$ cat config.mk
export PLATFORM = sky130hd
export DESIGN_NAME = compact_timer_module
export DESIGN_NICKNAME = d
export VERILOG_FILES = /design/src/logic/compact_timer_pkg.sv /design/src/logic/compact_timer_module.sv
export SDC_FILE = /design/constraint.sdc
export NUM_CORES = 1
export LEC_CHECK = 0
export BUFFER_PORTS_ARGS = -buffer_cell sky130_fd_sc_hd__buf_2
export CORE_MARGIN = 4
export CORE_UTILIZATION = 55
export DETAILED_ROUTE_END_ITERATION = 10
export PLACE_DENSITY = 0.74
export REMOVE_ABC_BUFFERS = 1
export SYNTH_ARGS = -nofsm -noshare
export SYNTH_HDL_FRONTEND = slang
export SYNTH_SLANG_ARGS = --single-unit
$ cat constraint.sdc
create_clock -name i_clock -period 2.85 [get_ports i_clock]
set_input_delay 0 -clock i_clock [delete_from_list [all_inputs] [get_ports i_clock]]
set_output_delay 0 -clock i_clock [all_outputs]
set_load 0.02 [all_outputs]
$ cat src/logic/compact_timer_pkg.sv
// Constants, register map and field layout of the compact 10-bit compare timer.
// Assumes a byte-wide register port and a single system clock.
// ----------------------------------------------------------------------------
// How it works
// - Enable rising edge restores initial output level
// - Period code compared with counter bits 9-7
// - Period code zero lets counter overflow
// - Mode field: compare, PWM, timer; 01 undefined
// - Compare A match applies output function
// - PWM: force inactive, force active, waveform
// - Output control bit: initial or active level
// - Polarity bit inverts pin in all modes, timer included
// - Swap bit exchanges period and duty sources
// - Clear select: A match or period match
// - Counter readable only, split low/high bytes
// - Compare A value readable and writable, split
// - Compare mode, clear select 0: both flags
// - Clear select 1 sets no period flag outside PWM mode
// - Compare A zero: overflow at 3FF, no flag
// - Of the two matches, only compare A changes the pin
// - Same level requested gives no visible change
// - Timer mode: pin not driven, counting continues
// - Enable rise clears counter; fall holds count
// - Pause bit freezes and resumes the counter
// - Clock select picks internal or external source
// - Low bytes pass an 8-bit holding buffer
// ----------------------------------------------------------------------------
package compact_timer_pkg;

  // --------------------------------------------------------------------------
  // Register map
  // --------------------------------------------------------------------------
  localparam int unsigned ADDR_W = 3;
  localparam int unsigned DATA_W = 8;
  localparam int unsigned CNT_W = 10;
  localparam logic [2:0] OFF_CONTROL_0 = 3'h0;
  localparam logic [2:0] OFF_CONTROL_1 = 3'h1;
  localparam logic [2:0] OFF_COUNT_LOW = 3'h2;
  localparam logic [2:0] OFF_COUNT_HIGH = 3'h3;
  localparam logic [2:0] OFF_COMPARE_LOW = 3'h4;
  localparam logic [2:0] OFF_COMPARE_HIGH = 3'h5;
  localparam logic [2:0] OFF_MATCH_STATUS = 3'h6;
  localparam logic [7:0] CONTROL_0_RESET = 8'h00;
  localparam logic [7:0] CONTROL_1_RESET = 8'h00;
  localparam logic [9:0] COMPARE_RESET = 10'h000;

  // --------------------------------------------------------------------------
  // Field positions
  // --------------------------------------------------------------------------
  localparam int unsigned C0_PAUSE = 7;
  localparam int unsigned C0_CLOCK_HI = 6;
  localparam int unsigned C0_CLOCK_LO = 4;
  localparam int unsigned C0_ENABLE = 3;
  localparam int unsigned C0_PERIOD_HI = 2;
  localparam int unsigned C0_PERIOD_LO = 0;
  localparam int unsigned C1_MODE_HI = 7;
  localparam int unsigned C1_MODE_LO = 6;
  localparam int unsigned C1_FUNC_HI = 5;
  localparam int unsigned C1_FUNC_LO = 4;
  localparam int unsigned C1_OUT_CONTROL = 3;
  localparam int unsigned C1_POLARITY = 2;
  localparam int unsigned C1_SWAP = 1;
  localparam int unsigned C1_CLEAR_SELECT = 0;
  localparam int unsigned STAT_COMPARE_A = 0;
  localparam int unsigned STAT_PERIOD = 1;

  // --------------------------------------------------------------------------
  // Timing
  // --------------------------------------------------------------------------
  localparam int unsigned PRESCALE_W = 6;
  localparam logic [5:0] DIV_SYS_4_MASK = 6'h03;
  localparam logic [5:0] DIV_H_16_MASK = 6'h0f;
  localparam logic [5:0] DIV_H_64_MASK = 6'h3f;
  localparam logic [10:0] OVERFLOW_PERIOD = 11'h400;

  typedef enum logic [1:0] {
    MODE_COMPARE = 2'h0,
    MODE_UNDEFINED = 2'h1,
    MODE_PWM = 2'h2,
    MODE_TIMER = 2'h3
  } mode_t;

  typedef enum logic [2:0] {
    CLK_SYS_DIV4 = 3'h0,
    CLK_SYS = 3'h1,
    CLK_H_DIV16 = 3'h2,
    CLK_H_DIV64 = 3'h3,
    CLK_SUB_A = 3'h4,
    CLK_SUB_B = 3'h5,
    CLK_EXT_RISE = 3'h6,
    CLK_EXT_FALL = 3'h7
  } clock_select_t;

endpackage

$ cat src/logic/compact_timer_module.sv
// Compact 10-bit timer with compare A and period comparators, PWM output.
// Assumes a byte register port on i_clock; the fast internal clock is i_clock
// and the sub clock and external count input arrive asynchronously.
//
// The register addresses and the strobed register port were chosen for this implementation.
`timescale 1ns/1ps
module compact_timer_module (
  input wire logic i_clock, // System clock, 100 MHz
  input wire logic i_arst_n, // Asynchronous reset, active low
  input wire logic [2:0] i_address, // Register address
  input wire logic [7:0] i_write_data, // Register write data
  input wire logic i_write, // Write strobe
  input wire logic i_read, // Read strobe
  output logic [7:0] o_read_data, // Read data, one cycle after strobe
  input wire logic i_sub_clock, // Low speed sub clock, asynchronous
  input wire logic i_external_count_input, // External count pin, asynchronous
  output logic o_timer_output_pin, // Timer output
  output logic o_timer_output_pin_inverse, // Inverse of timer output
  output logic o_timer_output_enable, // High while the pin is driven
  output logic o_compare_a_match_flag, // One-cycle compare A event
  output logic o_period_match_flag // One-cycle period event
);

  // --------------------------------------------------------------------------
  // Registers
  // --------------------------------------------------------------------------
  logic [7:0] control_0_q, control_1_q;
  logic [9:0] count_q, count_d;
  logic [9:0] compare_a_value_q;
  logic [7:0] low_buffer_q, low_buffer_d;
  logic [7:0] read_data_d;
  logic [1:0] status_q, status_d;
  logic enable_prev_q;
  logic cmp_level_q, cmp_level_d;
  logic pin_q, pin_d;
  logic oe_q;
  logic a_pulse_q, p_pulse_q;
  logic [5:0] prescale_q;
  logic [2:0] ext_sync_q;
  logic [2:0] sub_sync_q;

  // --------------------------------------------------------------------------
  // Field decode
  // --------------------------------------------------------------------------
  wire count_pause_bit = control_0_q[compact_timer_pkg::C0_PAUSE];
  wire [2:0] count_clock_select =
    control_0_q[compact_timer_pkg::C0_CLOCK_HI:compact_timer_pkg::C0_CLOCK_LO];
  wire counter_enable_bit = control_0_q[compact_timer_pkg::C0_ENABLE];
  wire [2:0] period_code =
    control_0_q[compact_timer_pkg::C0_PERIOD_HI:compact_timer_pkg::C0_PERIOD_LO];
  wire [1:0] operating_mode_field =
    control_1_q[compact_timer_pkg::C1_MODE_HI:compact_timer_pkg::C1_MODE_LO];
  wire [1:0] output_function_field =
    control_1_q[compact_timer_pkg::C1_FUNC_HI:compact_timer_pkg::C1_FUNC_LO];
  wire output_control_bit = control_1_q[compact_timer_pkg::C1_OUT_CONTROL];
  wire polarity_bit = control_1_q[compact_timer_pkg::C1_POLARITY];
  wire period_duty_swap_bit = control_1_q[compact_timer_pkg::C1_SWAP];
  wire clear_select_bit = control_1_q[compact_timer_pkg::C1_CLEAR_SELECT];

  wire is_pwm = operating_mode_field == compact_timer_pkg::MODE_PWM;
  wire is_timer = operating_mode_field == compact_timer_pkg::MODE_TIMER;
  wire enable_rise = counter_enable_bit && !enable_prev_q;

  // --------------------------------------------------------------------------
  // Bus decode
  // --------------------------------------------------------------------------
  wire wr_c0 = i_write && i_address == compact_timer_pkg::OFF_CONTROL_0;
  wire wr_c1 = i_write && i_address == compact_timer_pkg::OFF_CONTROL_1;
  wire wr_cmp_lo = i_write && i_address == compact_timer_pkg::OFF_COMPARE_LOW;
  wire wr_cmp_hi = i_write && i_address == compact_timer_pkg::OFF_COMPARE_HIGH;
  wire wr_stat = i_write && i_address == compact_timer_pkg::OFF_MATCH_STATUS;
  wire rd_cnt_hi = i_read && i_address == compact_timer_pkg::OFF_COUNT_HIGH;
  wire rd_cmp_hi = i_read && i_address == compact_timer_pkg::OFF_COMPARE_HIGH;

  // --------------------------------------------------------------------------
  // Counting clock selection
  // --------------------------------------------------------------------------
  // Slow sources become one-cycle ticks; the counter never leaves i_clock.
  wire ext_rise = ext_sync_q[1] && !ext_sync_q[2];
  wire ext_fall = !ext_sync_q[1] && ext_sync_q[2];
  wire sub_rise = sub_sync_q[1] && !sub_sync_q[2];
  wire tick_sys4 = (prescale_q & compact_timer_pkg::DIV_SYS_4_MASK) ==
    compact_timer_pkg::DIV_SYS_4_MASK;
  wire tick_h16 = (prescale_q & compact_timer_pkg::DIV_H_16_MASK) ==
    compact_timer_pkg::DIV_H_16_MASK;
  wire tick_h64 = prescale_q == compact_timer_pkg::DIV_H_64_MASK;
  logic source_tick;

  always_comb begin
    case (count_clock_select)
      compact_timer_pkg::CLK_SYS_DIV4: source_tick = tick_sys4;
      compact_timer_pkg::CLK_SYS: source_tick = 1'b1;
      compact_timer_pkg::CLK_H_DIV16: source_tick = tick_h16;
      compact_timer_pkg::CLK_H_DIV64: source_tick = tick_h64;
      compact_timer_pkg::CLK_SUB_A, compact_timer_pkg::CLK_SUB_B: source_tick = sub_rise;
      compact_timer_pkg::CLK_EXT_RISE: source_tick = ext_rise;
      compact_timer_pkg::CLK_EXT_FALL: source_tick = ext_fall;
      default: source_tick = 1'b0;
    endcase
  end

  // --------------------------------------------------------------------------
  // Comparators
  // --------------------------------------------------------------------------
  wire count_tick = counter_enable_bit && !count_pause_bit && !enable_rise;
  wire count_step = count_tick && source_tick;
  wire [10:0] count_inc = {1'b0, count_q} + 11'h001;
  wire overflow = count_inc[10];
  // Compare A of zero never matches: the count reaches zero only by wrapping
  wire a_hit = count_step && compare_a_value_q != 10'h000 &&
    count_inc[9:0] == compare_a_value_q;
  wire p_code_hit = count_inc[9:7] == period_code && count_inc[6:0] == 7'h00;
  wire p_hit = count_step && (period_code == 3'h0 ? overflow : p_code_hit);
  wire clear_on_a = is_pwm ? period_duty_swap_bit : clear_select_bit;
  wire clear_hit = clear_on_a ? a_hit : p_hit;
  wire a_set = a_hit;
  wire p_set = p_hit && (is_pwm || !clear_select_bit);

  always_comb begin
    count_d = count_q;
    if (enable_rise) begin
      count_d = 10'h000;
    end else if (count_step) begin
      count_d = (clear_hit || overflow) ? 10'h000 : count_inc[9:0];
    end
  end

  // --------------------------------------------------------------------------
  // Output level
  // --------------------------------------------------------------------------
  always_comb begin
    cmp_level_d = cmp_level_q;
    if (enable_rise) begin
      cmp_level_d = output_control_bit;
    end else if (a_hit && !is_pwm) begin
      case (output_function_field)
        2'h0: cmp_level_d = cmp_level_q;
        2'h1: cmp_level_d = 1'b0;
        2'h2: cmp_level_d = 1'b1;
        2'h3: cmp_level_d = !cmp_level_q;
        default: cmp_level_d = cmp_level_q;
      endcase
    end
  end

  // Duty at or above the period keeps the count below it: 100 percent duty
  wire [10:0] period_code_span = (period_code == 3'h0) ?
    compact_timer_pkg::OVERFLOW_PERIOD : {1'b0, period_code, 7'h00};
  wire [10:0] duty_value = period_duty_swap_bit ?
    period_code_span : {1'b0, compare_a_value_q};
  wire pwm_active = {1'b0, count_q} < duty_value;
  logic pwm_level;

  always_comb begin
    case (output_function_field)
      2'h0: pwm_level = !output_control_bit;
      2'h1: pwm_level = output_control_bit;
      2'h2: pwm_level = pwm_active ? output_control_bit : !output_control_bit;
      default: pwm_level = !output_control_bit;
    endcase
  end

  wire pin_raw = is_pwm ? pwm_level : cmp_level_q;
  assign pin_d = pin_raw ^ polarity_bit;

  // --------------------------------------------------------------------------
  // Register file
  // --------------------------------------------------------------------------
  // A flag set in the same cycle as its write-one clear survives
  assign status_d = (status_q & ~(wr_stat ? i_write_data[1:0] : 2'h0)) | {p_set, a_set};

  always_comb begin
    low_buffer_d = low_buffer_q;
    if (wr_cmp_lo) begin
      low_buffer_d = i_write_data;
    end else if (rd_cnt_hi) begin
      low_buffer_d = count_q[7:0];
    end else if (rd_cmp_hi) begin
      low_buffer_d = compare_a_value_q[7:0];
    end
  end

  always_comb begin
    case (i_address)
      compact_timer_pkg::OFF_CONTROL_0: read_data_d = control_0_q;
      compact_timer_pkg::OFF_CONTROL_1: read_data_d = control_1_q;
      compact_timer_pkg::OFF_COUNT_LOW: read_data_d = low_buffer_q;
      compact_timer_pkg::OFF_COUNT_HIGH: read_data_d = {6'h00, count_q[9:8]};
      compact_timer_pkg::OFF_COMPARE_LOW: read_data_d = low_buffer_q;
      compact_timer_pkg::OFF_COMPARE_HIGH: read_data_d = {6'h00, compare_a_value_q[9:8]};
      compact_timer_pkg::OFF_MATCH_STATUS: read_data_d = {6'h00, status_q};
      default: read_data_d = 8'h00;
    endcase
  end

  always_ff @(posedge i_clock or negedge i_arst_n) begin
    if (!i_arst_n) begin
      control_0_q <= compact_timer_pkg::CONTROL_0_RESET;
      control_1_q <= compact_timer_pkg::CONTROL_1_RESET;
      compare_a_value_q <= compact_timer_pkg::COMPARE_RESET;
      low_buffer_q <= 8'h00;
      status_q <= 2'h0;
      o_read_data <= 8'h00;
    end else begin
      if (wr_c0) control_0_q <= i_write_data;
      if (wr_c1) control_1_q <= i_write_data;
      if (wr_cmp_hi) compare_a_value_q <= {i_write_data[1:0], low_buffer_q};
      low_buffer_q <= low_buffer_d;
      status_q <= status_d;
      o_read_data <= i_read ? read_data_d : 8'h00;
    end
  end

  // --------------------------------------------------------------------------
  // Counter, synchronisers and pin
  // --------------------------------------------------------------------------
  always_ff @(posedge i_clock or negedge i_arst_n) begin
    if (!i_arst_n) begin
      count_q <= 10'h000;
      enable_prev_q <= 1'b0;
      prescale_q <= 6'h00;
      ext_sync_q <= 3'h0;
      sub_sync_q <= 3'h0;
    end else begin
      count_q <= count_d;
      enable_prev_q <= counter_enable_bit;
      prescale_q <= prescale_q + 6'h01;
      ext_sync_q <= {ext_sync_q[1:0], i_external_count_input};
      sub_sync_q <= {sub_sync_q[1:0], i_sub_clock};
    end
  end

  always_ff @(posedge i_clock or negedge i_arst_n) begin
    if (!i_arst_n) begin
      cmp_level_q <= 1'b0;
      pin_q <= 1'b0;
      oe_q <= 1'b0;
      a_pulse_q <= 1'b0;
      p_pulse_q <= 1'b0;
    end else begin
      cmp_level_q <= cmp_level_d;
      pin_q <= pin_d;
      oe_q <= !is_timer;
      a_pulse_q <= a_set;
      p_pulse_q <= p_set;
    end
  end

  assign o_timer_output_pin = pin_q;
  assign o_timer_output_pin_inverse = !pin_q;
  assign o_timer_output_enable = oe_q;
  assign o_compare_a_match_flag = a_pulse_q;
  assign o_period_match_flag = p_pulse_q;
endmodule

==> results.py, run 1 <==
metrics = {
    "grt": {
        "grt_overflow_total": 0,
        "antenna_found_initial": 0,
        "grt_max_degree": 73,
        "grt_pass1_vias": 3700,
        "grt_pass1_wl_microns": 19000,
        "grt.total_usage_pct": 24.9,
    },
    "synth": {
        "synthFlopType": "dfrtp_1",
        "ys_warn_count": 0,
        "syn-cell-area_sq_mm": 0.00444,
        "synth_seq_cells": 72,
        "syn_inst": 463,
        "async_reset_ff_share_pct": 100,
        "synth-edff-count": 0,
        "synth_cell_type_count": 65,
        "yosysSeqAreaShare_pct": 40.6,
        "synth.avg_cell_area_sq_um": 9.58,
    },
    "critical_path": {
        "worstReg2RegStart": "count_q[1]",
        "critPathKind": "flip-flop to flip-flop",
        "crit_chain": "ha_2 -> nand3_2 -> nor2_4 -> xnor3_1 -> nor4_2 -> and3_1 -> a31oi_1 -> mux2_2",
        "reg2reg_slack_ns": 0.23,
        "r2r_cells": 8,
        "arrival_ns": 2.86,
        "r2r_end": "cmp_level_q",
        "path_max_fanout": 10,
        "cp-start-kind": "flip-flop",
        "cp_slowest_stage_delay_ns": 0.52,
        "critical_path_required_ns": 3.08,
        "slowest_stage": "dfrtp_1",
        "end_kind": "flip-flop",
    },
    "floorplanning": {
        "core_sq_mm": 0.00777,
        "die_x_microns": 97.8,
        "die_h_microns": 97.8,
        "start_util_pct": 57.1,
        "die-area_sq_mm": 0.00957,
        "io-pin-count": 30,
        "num_rows": 32,
    },
    "sta": {
        "fin_crit_ns": 2.62,
        "hold_violations": 0,
        "slew_violations": 0,
        "slew-limit-headroom_pct": 22.8,
        "finalSetupTns_ns": 0,
        "fin_crit_sh_pct": 92.1,
        "max_freq_ghz": 0.381,
        "skew_ns": 0.0147,
        "rsz0062_at_grt": "false",
        "worstMarginPinSlew_ns": 1.16,
        "setup_viol": 0,
    },
    "cells_and_area": {
        "final_common_cell": "dfrtp_1",
        "stdcell_area_sq_mm": 0.00504,
        "utilization_pct": 64.9,
        "layout.cells.non_filler": 607,
        "drive_gt1_share_pct": 20.4,
        "nets": 533,
        "mostFrequentLayoutCells": "dfrtp_1 (72), nor2_1 (38), nand2_1 (38), mux2_2 (28), buf_2 (28)",
        "multi_input_area_sq_mm": 0.00247,
        "area_growth_pct": 13.6,
        "diodes": 0,
        "ff_latch_area_sq_mm": 0.00180,
        "fillers": 631,
    },
    "clocking": {
        "htree_num_levels": 3,
        "clk_latency_ns": 0.36,
        "clk_pin_slew_worst_paths_ns": 0.09,
        "clkSinkCount": 72,
        "clock_path_buffers": 2,
        "root_buffer": "clkbuf_8",
        "cts_tree": "yes",
        "cts_made_buffers": 9,
    },
    "place": {
        "placement.cell_area_sq_mm": 0.00469,
        "dp.final_hpwl_microns": 8300,
        "io_buffer_count": 29,
        "gp_congestion": 0.956,
        "dp_cells": 580,
    },
    "power_and_ir_drop": {
        "ir_drop_mv": 0.480,
        "leakagePower_nw": 2.32,
        "p_per_area_mw_per_mm2": 639,
    },
    "route": {
        "dr.pass1.iters": 5,
        "drc_errors": 0,
        "vias": 3791,
        "ant_nets": 0,
        "drtIter0Drc": 207,
        "finalWirelength_microns": 11500,
        "via_per_inst": 6.25,
        "routedWlPerCell_microns": 18.9,
    },
    "min_path": {
        "worstHoldPathCells": 3,
        "min_from": "i_write",
        "min_path_type": "primary input to flip-flop",
        "holdPathEnd": "status_q[0]",
    },
    "job": {
        "drv_cap": 0,
    },
    "status": {
        "status": "finished, final reports clean",
    },
}
-- synth_stat cells (3+ instances only) --
cell type | n | area (sq um)
ha_1 | 16 | 200
nand2_1 | 38 | 143
clkbuf_1 | 14 | 52.6
nand2b_1 | 8 | 50.1
nand4_1 | 11 | 68.8
nor3b_1 | 4 | 30.0
xor2_1 | 7 | 61.3
dfrtp_1 | 72 | 1800
nor2b_1 | 11 | 68.8
mux2i_1 | 22 | 220
xnor2_1 | 8 | 70.1
a221oi_1 | 3 | 26.3
mux2_2 | 28 | 315
a31oi_1 | 12 | 75.1
o21ai_0 | 25 | 125
a21o_1 | 5 | 37.5
and3_1 | 6 | 37.5
o22ai_1 | 3 | 18.8
a22oi_1 | 3 | 22.5
nand3_1 | 17 | 85.1
nor2_1 | 38 | 143
buf_1 | 3 | 11.3
a21oi_1 | 24 | 120
buf_2 | 10 | 50.1
o21ai_1 | 3 | 15.0
nor3_1 | 5 | 25.0
a41oi_1 | 5 | 43.8
inv_1 | 10 | 37.5
-- critical path: cells and delay by family, from the launching register on --
kind                       cells  cell delay, ns
AOI/OAI and AO/OA              1            0.08
DFF                            1            0.52
xor gates and xnor gates       1            0.28
and+or+nand+nor                4            1.02
muxes                          1            0.27
adders and majority gates      1            0.35
-- report_power, final --
group	total [mW]	switching [mW]	leakage (nW)	internal (mW)
Sequential	1.39	0.214	0.922	1.18
Combinational	0.899	0.488	1.29	0.411
Clock	0.929	0.427	0.115	0.502
-- worst max path at each step --
stage                from           to  slack, ns  depth (start not counted)
2_1_floorplan  count_q[0]   count_q[7]       0.43                          7
6_report       count_q[1]  cmp_level_q       0.23                          8
3_3_place_gp   count_q[1]  cmp_level_q       0.26                          8
5_1_grt        count_q[1]  cmp_level_q       0.03                          8
3_5_place_dp   count_q[1]  cmp_level_q       0.15                          8
4_1_cts        count_q[1]  cmp_level_q       0.12                          8
-- flip-flops by register name, summed over array words and instances, names as in the netlist --
name and flops:
o_period_match_flag 1, control_0_q 8, o_read_data 8, status_q 2
prescale_q 6, ext_sync_q 3, o_timer_output_enable 1, compare_a_value_q 10
count_q 10, o_timer_output_pin 1, sub_sync_q 3, cmp_level_q 1
low_buffer_q 8, o_compare_a_match_flag 1, control_1_q 8, enable_prev_q 1
-- through the flow --
stage	setup slack, ns	hold WS [ns]	power, mW
final	0.226	0.0213	3.22
after global routing	0.0327	0.0135	3.39
after CTS	0.124	0.00307	3.21
after detailed placement	0.149	0.110	2.27
after global placement	0.263	0.110	2.24
after floorplan	0.434	-0.296	1.96
-- cells by family after synthesis --
| kind of cell | share of synthesized area, % |
|---|---|
| and+or+nand+nor | 19.6 |
| DFF | 40.6 |
| adders and majority gates | 4.51 |
| buffers and inverters | 4.09 |
| AOI/OAI and AO/OA | 15.7 |
| muxes | 12.1 |
| xor gates and xnor gates | 3.47 |
-- routing by layer --
layer	up-vias	share of wire [%]	GRT usage (%)
li1	1766	-	-
met1	1846	43	33.2
met2	159	48	40.3
met3	20	7.0	5.21
met4	0	1.8	8.63
met5	-	0	0
-- layout make-up --
cell class | count | area share (%)
Timing Repair Buffer | 56 | 7.50
Multi-Input combinational cell | 351 | 49.0
Sequential cell | 72 | 35.7
Clock inverter | 7 | 1.99
Tap cell | 102 | 2.53
Clock buffer | 9 | 2.46
Inverter | 10 | 0.745
-- repair_timing --
item | CTS | global route
hold buffers | 11 | 0
resized for setup | 0 | 3
hold endpoints to repair | 95 | 0
endpoints found under the setup margin | 0 | 11
buffers inserted | 0 | 0
Power figures use the tool's default switching activity.
==> inputs of run 2 (changes only) <==
Settings changed: CORE_ASPECT_RATIO from default to 0.6.
==> run 2 against run 1 <==
Register-to-register slack worse by 0.07 ns. Fmax down 2.7%. Power up 7.3%. Routed wire length up 8.1%. Clock power up 24%. Final area up 1.7%. Via count up 3.4%. Largest cell class unchanged. Count of clock-buffer cells in the layout up 2.
==> results.py, run 2 (same netlist as run 1, synthesis figures left out) <==
metrics = {
    "status": {
        "status": "finished, final reports clean",
    },
    "route": {
        "drc_errors": 0,
        "wl_met1_microns": 5730,
        "drtIter0Drc": 498,
        "top_layer": "met4",
        "vias": 3921,
        "finalWirelength_microns": 12400,
        "via_per_inst": 6.40,
        "met3_length_microns": 1500,
        "routed-wl-met2_microns": 5000,
        "routedWlPerCell_microns": 20.2,
        "ant_nets": 0,
        "dr.pass1.iters": 5,
    },
    "floorplanning": {
        "io-pin-count": 30,
        "die-area_sq_mm": 0.00961,
        "die_h_microns": 77.6,
        "die_x_microns": 124,
        "num_rows": 25,
        "core_sq_mm": 0.00785,
        "start_util_pct": 56.5,
    },
    "grt": {
        "antenna_found_initial": 0,
        "grt_pass1_vias": 3717,
        "grt.total_usage_pct": 27.3,
        "grt_pass1_wl_microns": 19900,
        "grt_overflow_total": 0,
        "grt_max_degree": 73,
    },
    "critical_path": {
        "arrival_ns": 2.91,
        "path_max_fanout": 15,
        "critPathKind": "flip-flop to flip-flop",
        "crit_family": "compound AO/OA/AOI/OAI gates",
        "crit_buf_inv": 0,
        "slowest_stage": "dfrtp_1",
        "end_kind": "flip-flop",
        "crit_chain": "ha_1 -> xor2_1 -> a211oi_1 -> o2111ai_1 -> a21oi_1 -> nand4_2 -> a41oi_1 -> mux2i_1",
        "cp_slowest_stage_delay_ns": 0.52,
        "cp-start-kind": "flip-flop",
        "critical_path_required_ns": 3.06,
    },
    "job": {
        "drv_cap": 0,
    },
    "sta": {
        "hold_violations": 0,
        "hold_slack_ns": 0.0473,
        "max_freq_ghz": 0.371,
        "fin_crit_sh_pct": 94.6,
        "rsz0062_at_grt": "false",
        "finalSetupTns_ns": 0,
        "worstMarginPinSlew_ns": 1.23,
        "slew_violations": 0,
        "slew-limit-headroom_pct": 17.7,
        "fin_crit_ns": 2.70,
        "skew_ns": 0.00751,
        "setup_viol": 0,
    },
    "clocking": {
        "clock_path_buffers": 2,
        "cts_tree": "yes",
        "clkSinkCount": 72,
        "cts_made_buffers": 9,
        "root_buffer": "clkbuf_16",
        "htree_num_levels": 3,
        "clk_pin_slew_worst_paths_ns": 0.06,
        "clk_latency_ns": 0.33,
    },
    "place": {
        "gp_congestion": 1.02,
        "dp_cells": 587,
        "io_buffer_count": 29,
        "dp.final_hpwl_microns": 9090,
        "placement.cell_area_sq_mm": 0.00470,
    },
    "cells_and_area": {
        "top_regs": "compare_a_value_q: 10 flops, count_q: 10 flops",
        "layout.cells.non_filler": 613,
        "final_common_cell": "dfrtp_1",
        "fillers": 645,
        "area_growth_pct": 15.6,
        "diodes": 0,
        "drive_gt1_share_pct": 20.4,
        "stdcell_area_sq_mm": 0.00513,
        "mostFrequentLayoutCells": "dfrtp_1 (72), nor2_1 (38), nand2_1 (38), mux2_2 (28), buf_2 (28)",
        "nets": 534,
    },
    "power_and_ir_drop": {
        "p_per_area_mw_per_mm2": 674,
        "leakagePower_nw": 2.36,
        "p_total_mw": 3.45,
        "ir_drop_mv": 0.534,
    },
    "min_path": {
        "min_path_type": "primary input to flip-flop",
    },
}
## run 2: routing by layer
layer	up-vias	global-route usage, %
met2	213	36.0
li1	1771	-
met4	0	6.12
met1	1920	42.0
met3	17	10.1
met5	-	0
## run 2: final cells by class
type / instances / area [sq um] / share of cell area [%]
Inverter: 10 / 37.5 / 0.732
Timing Repair Buffer: 57 / 385 / 7.52
Clock buffer: 11 / 253 / 4.93
Multi-Input combinational cell: 351 / 2460 / 48.0
Clock inverter: 4 / 53.8 / 1.05
Sequential cell: 72 / 1800 / 35.1
Tap cell: 108 / 135 / 2.64
## run 2: worst register-to-register path, stage by stage (launching register included)
cell and delay, ns:
dfrtp_1 0.52, ha_1 0.41, xor2_1 0.17, a211oi_1 0.23, o2111ai_1 0.20, a21oi_1 0.20
nand4_2 0.38, a41oi_1 0.37, mux2i_1 0.10
## run 2: worst paths after layout
kind / from / end / slack, ns / cells after the start
max in group asynchronous: i_arst_n / count_q[3] / 1.90 / 2
min reg2reg: sub_sync_q[0] / sub_sync_q[1] / 0.35 / 0
min in group asynchronous: i_arst_n / count_q[2] / 0.33 / 2
max: count_q[0] / count_q[7] / 0.15 / 8
max reg2reg: count_q[0] / count_q[7] / 0.15 / 8
min: i_write / status_q[1] / 0.05 / 3
## run 2: per-stage QoR
stage | utilization, % | setup WS, ns
finish | 65.3 | 0.153
global route | 65.3 | 0.0272
CTS | 65.2 | 0.184
detailed placement | 59.9 | 0.215
global placement | 59.9 | 0.302
floorplan | - | 0.434
## run 2: power by group
part,internal (mW),switching [mW],leakage (nW)
clock network,0.722,0.433,0.144
registers,1.18,0.229,0.922
logic,0.406,0.486,1.29
## run 2: what timing repair did
action                                  in CTS  in global routing
hold buffers                                11                  0
endpoints found under the setup margin       0                  4
hold endpoints to repair                    92                  0
buffers inserted                             0                  0
gates resized for setup                      0                  2
==> inputs of run 3 (changes only) <==
Settings changed: ABC_AREA from default to 1, CORE_UTILIZATION 55 to 40, PLACE_DENSITY 0.74 to default.
==> run 3 against run 2 <==
Fmax grew 9.2%. Synthesized area shrank 5.8%. Sequential power about the same. Largest power group unchanged.
==> results.py, run 3 <==
metrics = {
    "grt": {
        "grt_pass1_wl_microns": 20200,
        "grt_pass1_vias": 3575,
        "grt_overflow_total": 0,
        "grt.total_usage_pct": 21.8,
        "antenna_found_initial": 0,
        "grt_max_degree": 73,
    },
    "synth": {
        "syn_inst": 555,
        "synth-edff-count": 0,
        "synth_common_cells": "nand2_1 (153), dfrtp_1 (72), inv_1 (63), nor2_1 (57), o21ai_0 (45)",
        "syn-cell-area_sq_mm": 0.00418,
        "synth_top_area_share_pct": 43.1,
        "yosysSeqAreaShare_pct": 43.1,
        "synth.most_common_cell": "nand2_1",
        "async_reset_ff_share_pct": 100,
        "synth_seq_cells": 72,
        "synth_area_leaders": "dfrtp_1 (43%), nand2_1 (14%), inv_1 (5.7%)",
        "synthFlopType": "dfrtp_1",
        "synth.avg_cell_area_sq_um": 7.53,
        "ys_warn_count": 0,
        "yosysTopAreaCell": "dfrtp_1",
        "synth_cell_type_count": 38,
    },
    "route": {
        "via_per_inst": 5.31,
        "routedWlPerCell_microns": 17.1,
        "dr.pass1.iters": 5,
        "ant_nets": 0,
        "vias": 3908,
        "drc_errors": 0,
        "drtIter0Drc": 460,
        "finalWirelength_microns": 12600,
    },
    "cells_and_area": {
        "utilization_pct": 48.3,
        "final_common_cell": "nand2_1",
        "top_regs": "compare_a_value_q: 10 flops, count_q: 10 flops",
        "drive_gt1_share_pct": 11.0,
        "nets": 629,
        "layout.cells.non_filler": 736,
        "area_growth_pct": 15.9,
        "diodes": 0,
        "fillers": 1037,
        "mostFrequentLayoutCells": "nand2_1 (153), dfrtp_1 (72), inv_1 (63), nor2_1 (57), o21ai_0 (45)",
    },
    "critical_path": {
        "arrival_ns": 2.70,
        "reg2reg_slack_ns": 0.38,
        "critical_path_required_ns": 3.08,
        "cp-start-kind": "flip-flop",
        "path_max_fanout": 12,
        "critPathKind": "flip-flop to flip-flop",
        "end_kind": "flip-flop",
    },
    "power_and_ir_drop": {
        "p_per_area_mw_per_mm2": 692,
        "leakagePower_nw": 2.36,
        "ir_drop_mv": 0.352,
    },
    "clocking": {
        "cts_tree": "yes",
        "root_buffer": "clkbuf_16",
        "clkSinkCount": 72,
        "htree_num_levels": 3,
        "clock_path_buffers": 2,
        "clk_pin_slew_worst_paths_ns": 0.07,
        "cts_setup_buffers": 0,
        "clk_latency_ns": 0.34,
        "cts_made_buffers": 9,
    },
    "sta": {
        "worstMarginPinSlew_ns": 1.06,
        "skew_ns": 0.00867,
        "setup_viol": 0,
        "slew_violations": 0,
        "hold_violations": 0,
        "fin_crit_ns": 2.47,
        "rsz0062_at_grt": "false",
        "finalSetupTns_ns": 0,
        "max_freq_ghz": 0.405,
        "slew-limit-headroom_pct": 29.2,
        "fin_crit_sh_pct": 86.7,
    },
    "floorplanning": {
        "num_rows": 28,
        "start_util_pct": 41.7,
        "die-area_sq_mm": 0.0122,
        "die_h_microns": 87.2,
        "die_x_microns": 140,
        "io-pin-count": 30,
        "core_sq_mm": 0.0100,
    },
    "place": {
        "dp.final_hpwl_microns": 9580,
        "dp_cells": 711,
        "io_buffer_count": 29,
        "gp_congestion": 0.957,
    },
    "job": {
        "drv_cap": 0,
    },
    "min_path": {
        "min_path_type": "primary input to flip-flop",
    },
    "status": {
        "status": "finished, final reports clean",
    },
}
## run 3: critical path, stage by stage (launching register included)
cell	delay [ns]
dfrtp_1	0.62
ha_1	0.31
nand3_1	0.16
nor2_1	0.18
nand2_1	0.07
nand2_1	0.20
nand2_1	0.08
nor2_1	0.14
nand3_1	0.09
nand2_1	0.11
nand3_2	0.21
nand4_1	0.14
nand2_1	0.06
## run 3: kinds of logic after synthesis
kind of cell / Yosys count / synth area share, %
XOR/XNOR: 7 / 1.65
AO/OA/AOI/OAI: 92 / 12.6
buffers and inverters: 78 / 7.37
AND/OR/NAND/NOR: 290 / 30.5
flip-flops: 72 / 43.1
adder cells (fa/ha/maj): 16 / 4.79
## run 3: worst paths after layout
check,startpoint,endpoint,cells past startpoint
max,count_q[0],count_q[2],12
min,i_write_data[3],low_buffer_q[3],3
max reg2reg,count_q[0],count_q[2],12
min reg2reg,sub_sync_q[0],sub_sync_q[1],0
max in group asynchronous,i_arst_n,o_compare_a_match_flag,2
min in group asynchronous,i_arst_n,o_read_data[2],2
## run 3: final cells by class
type	count	area (sq um)	area share, %
Inverter	66	248	5.11
Clock buffer	10	239	4.93
Clock inverter	6	50.0	1.03
Multi-Input combinational cell	405	2070	42.7
Tap cell	135	169	3.49
Timing Repair Buffer	42	268	5.53
Sequential cell	72	1800	37.2
## run 3: what timing repair did
action	in CTS	in global routing
resized for setup	0	0
endpoints found under the hold margin	84	0
hold buffers	9	0
endpoints found under the setup margin	0	0
## run 3: metrics by stage
stage          cell area (sq um)  setup slack, ns  hold WS, ns  power, mW
4_1_cts                     4840            0.403       0.0156       3.35
2_1_floorplan               4120            0.844       -0.296       1.91
5_1_grt                     4840           0.0325       0.0566       3.55
3_5_place_dp                4460            0.418        0.113       2.23
6_report                    4840            0.380       0.0161       3.35
3_3_place_gp                4460            0.484        0.109       2.23
## run 3: layer usage
metal | up-vias | share of wire, % | GRT usage [%]
li1 | 1908 | - | -
met1 | 1833 | 52 | 33.9
met2 | 154 | 38 | 29.1
met3 | 13 | 8.8 | 6.58
met4 | 0 | 1.0 | 4.93
met5 | - | 0 | 0
## run 3: report_power, final
part / switching [mW] / internal, mW
Sequential: 0.198 / 1.19
Clock: 0.481 / 0.622
Combinational: 0.557 / 0.309
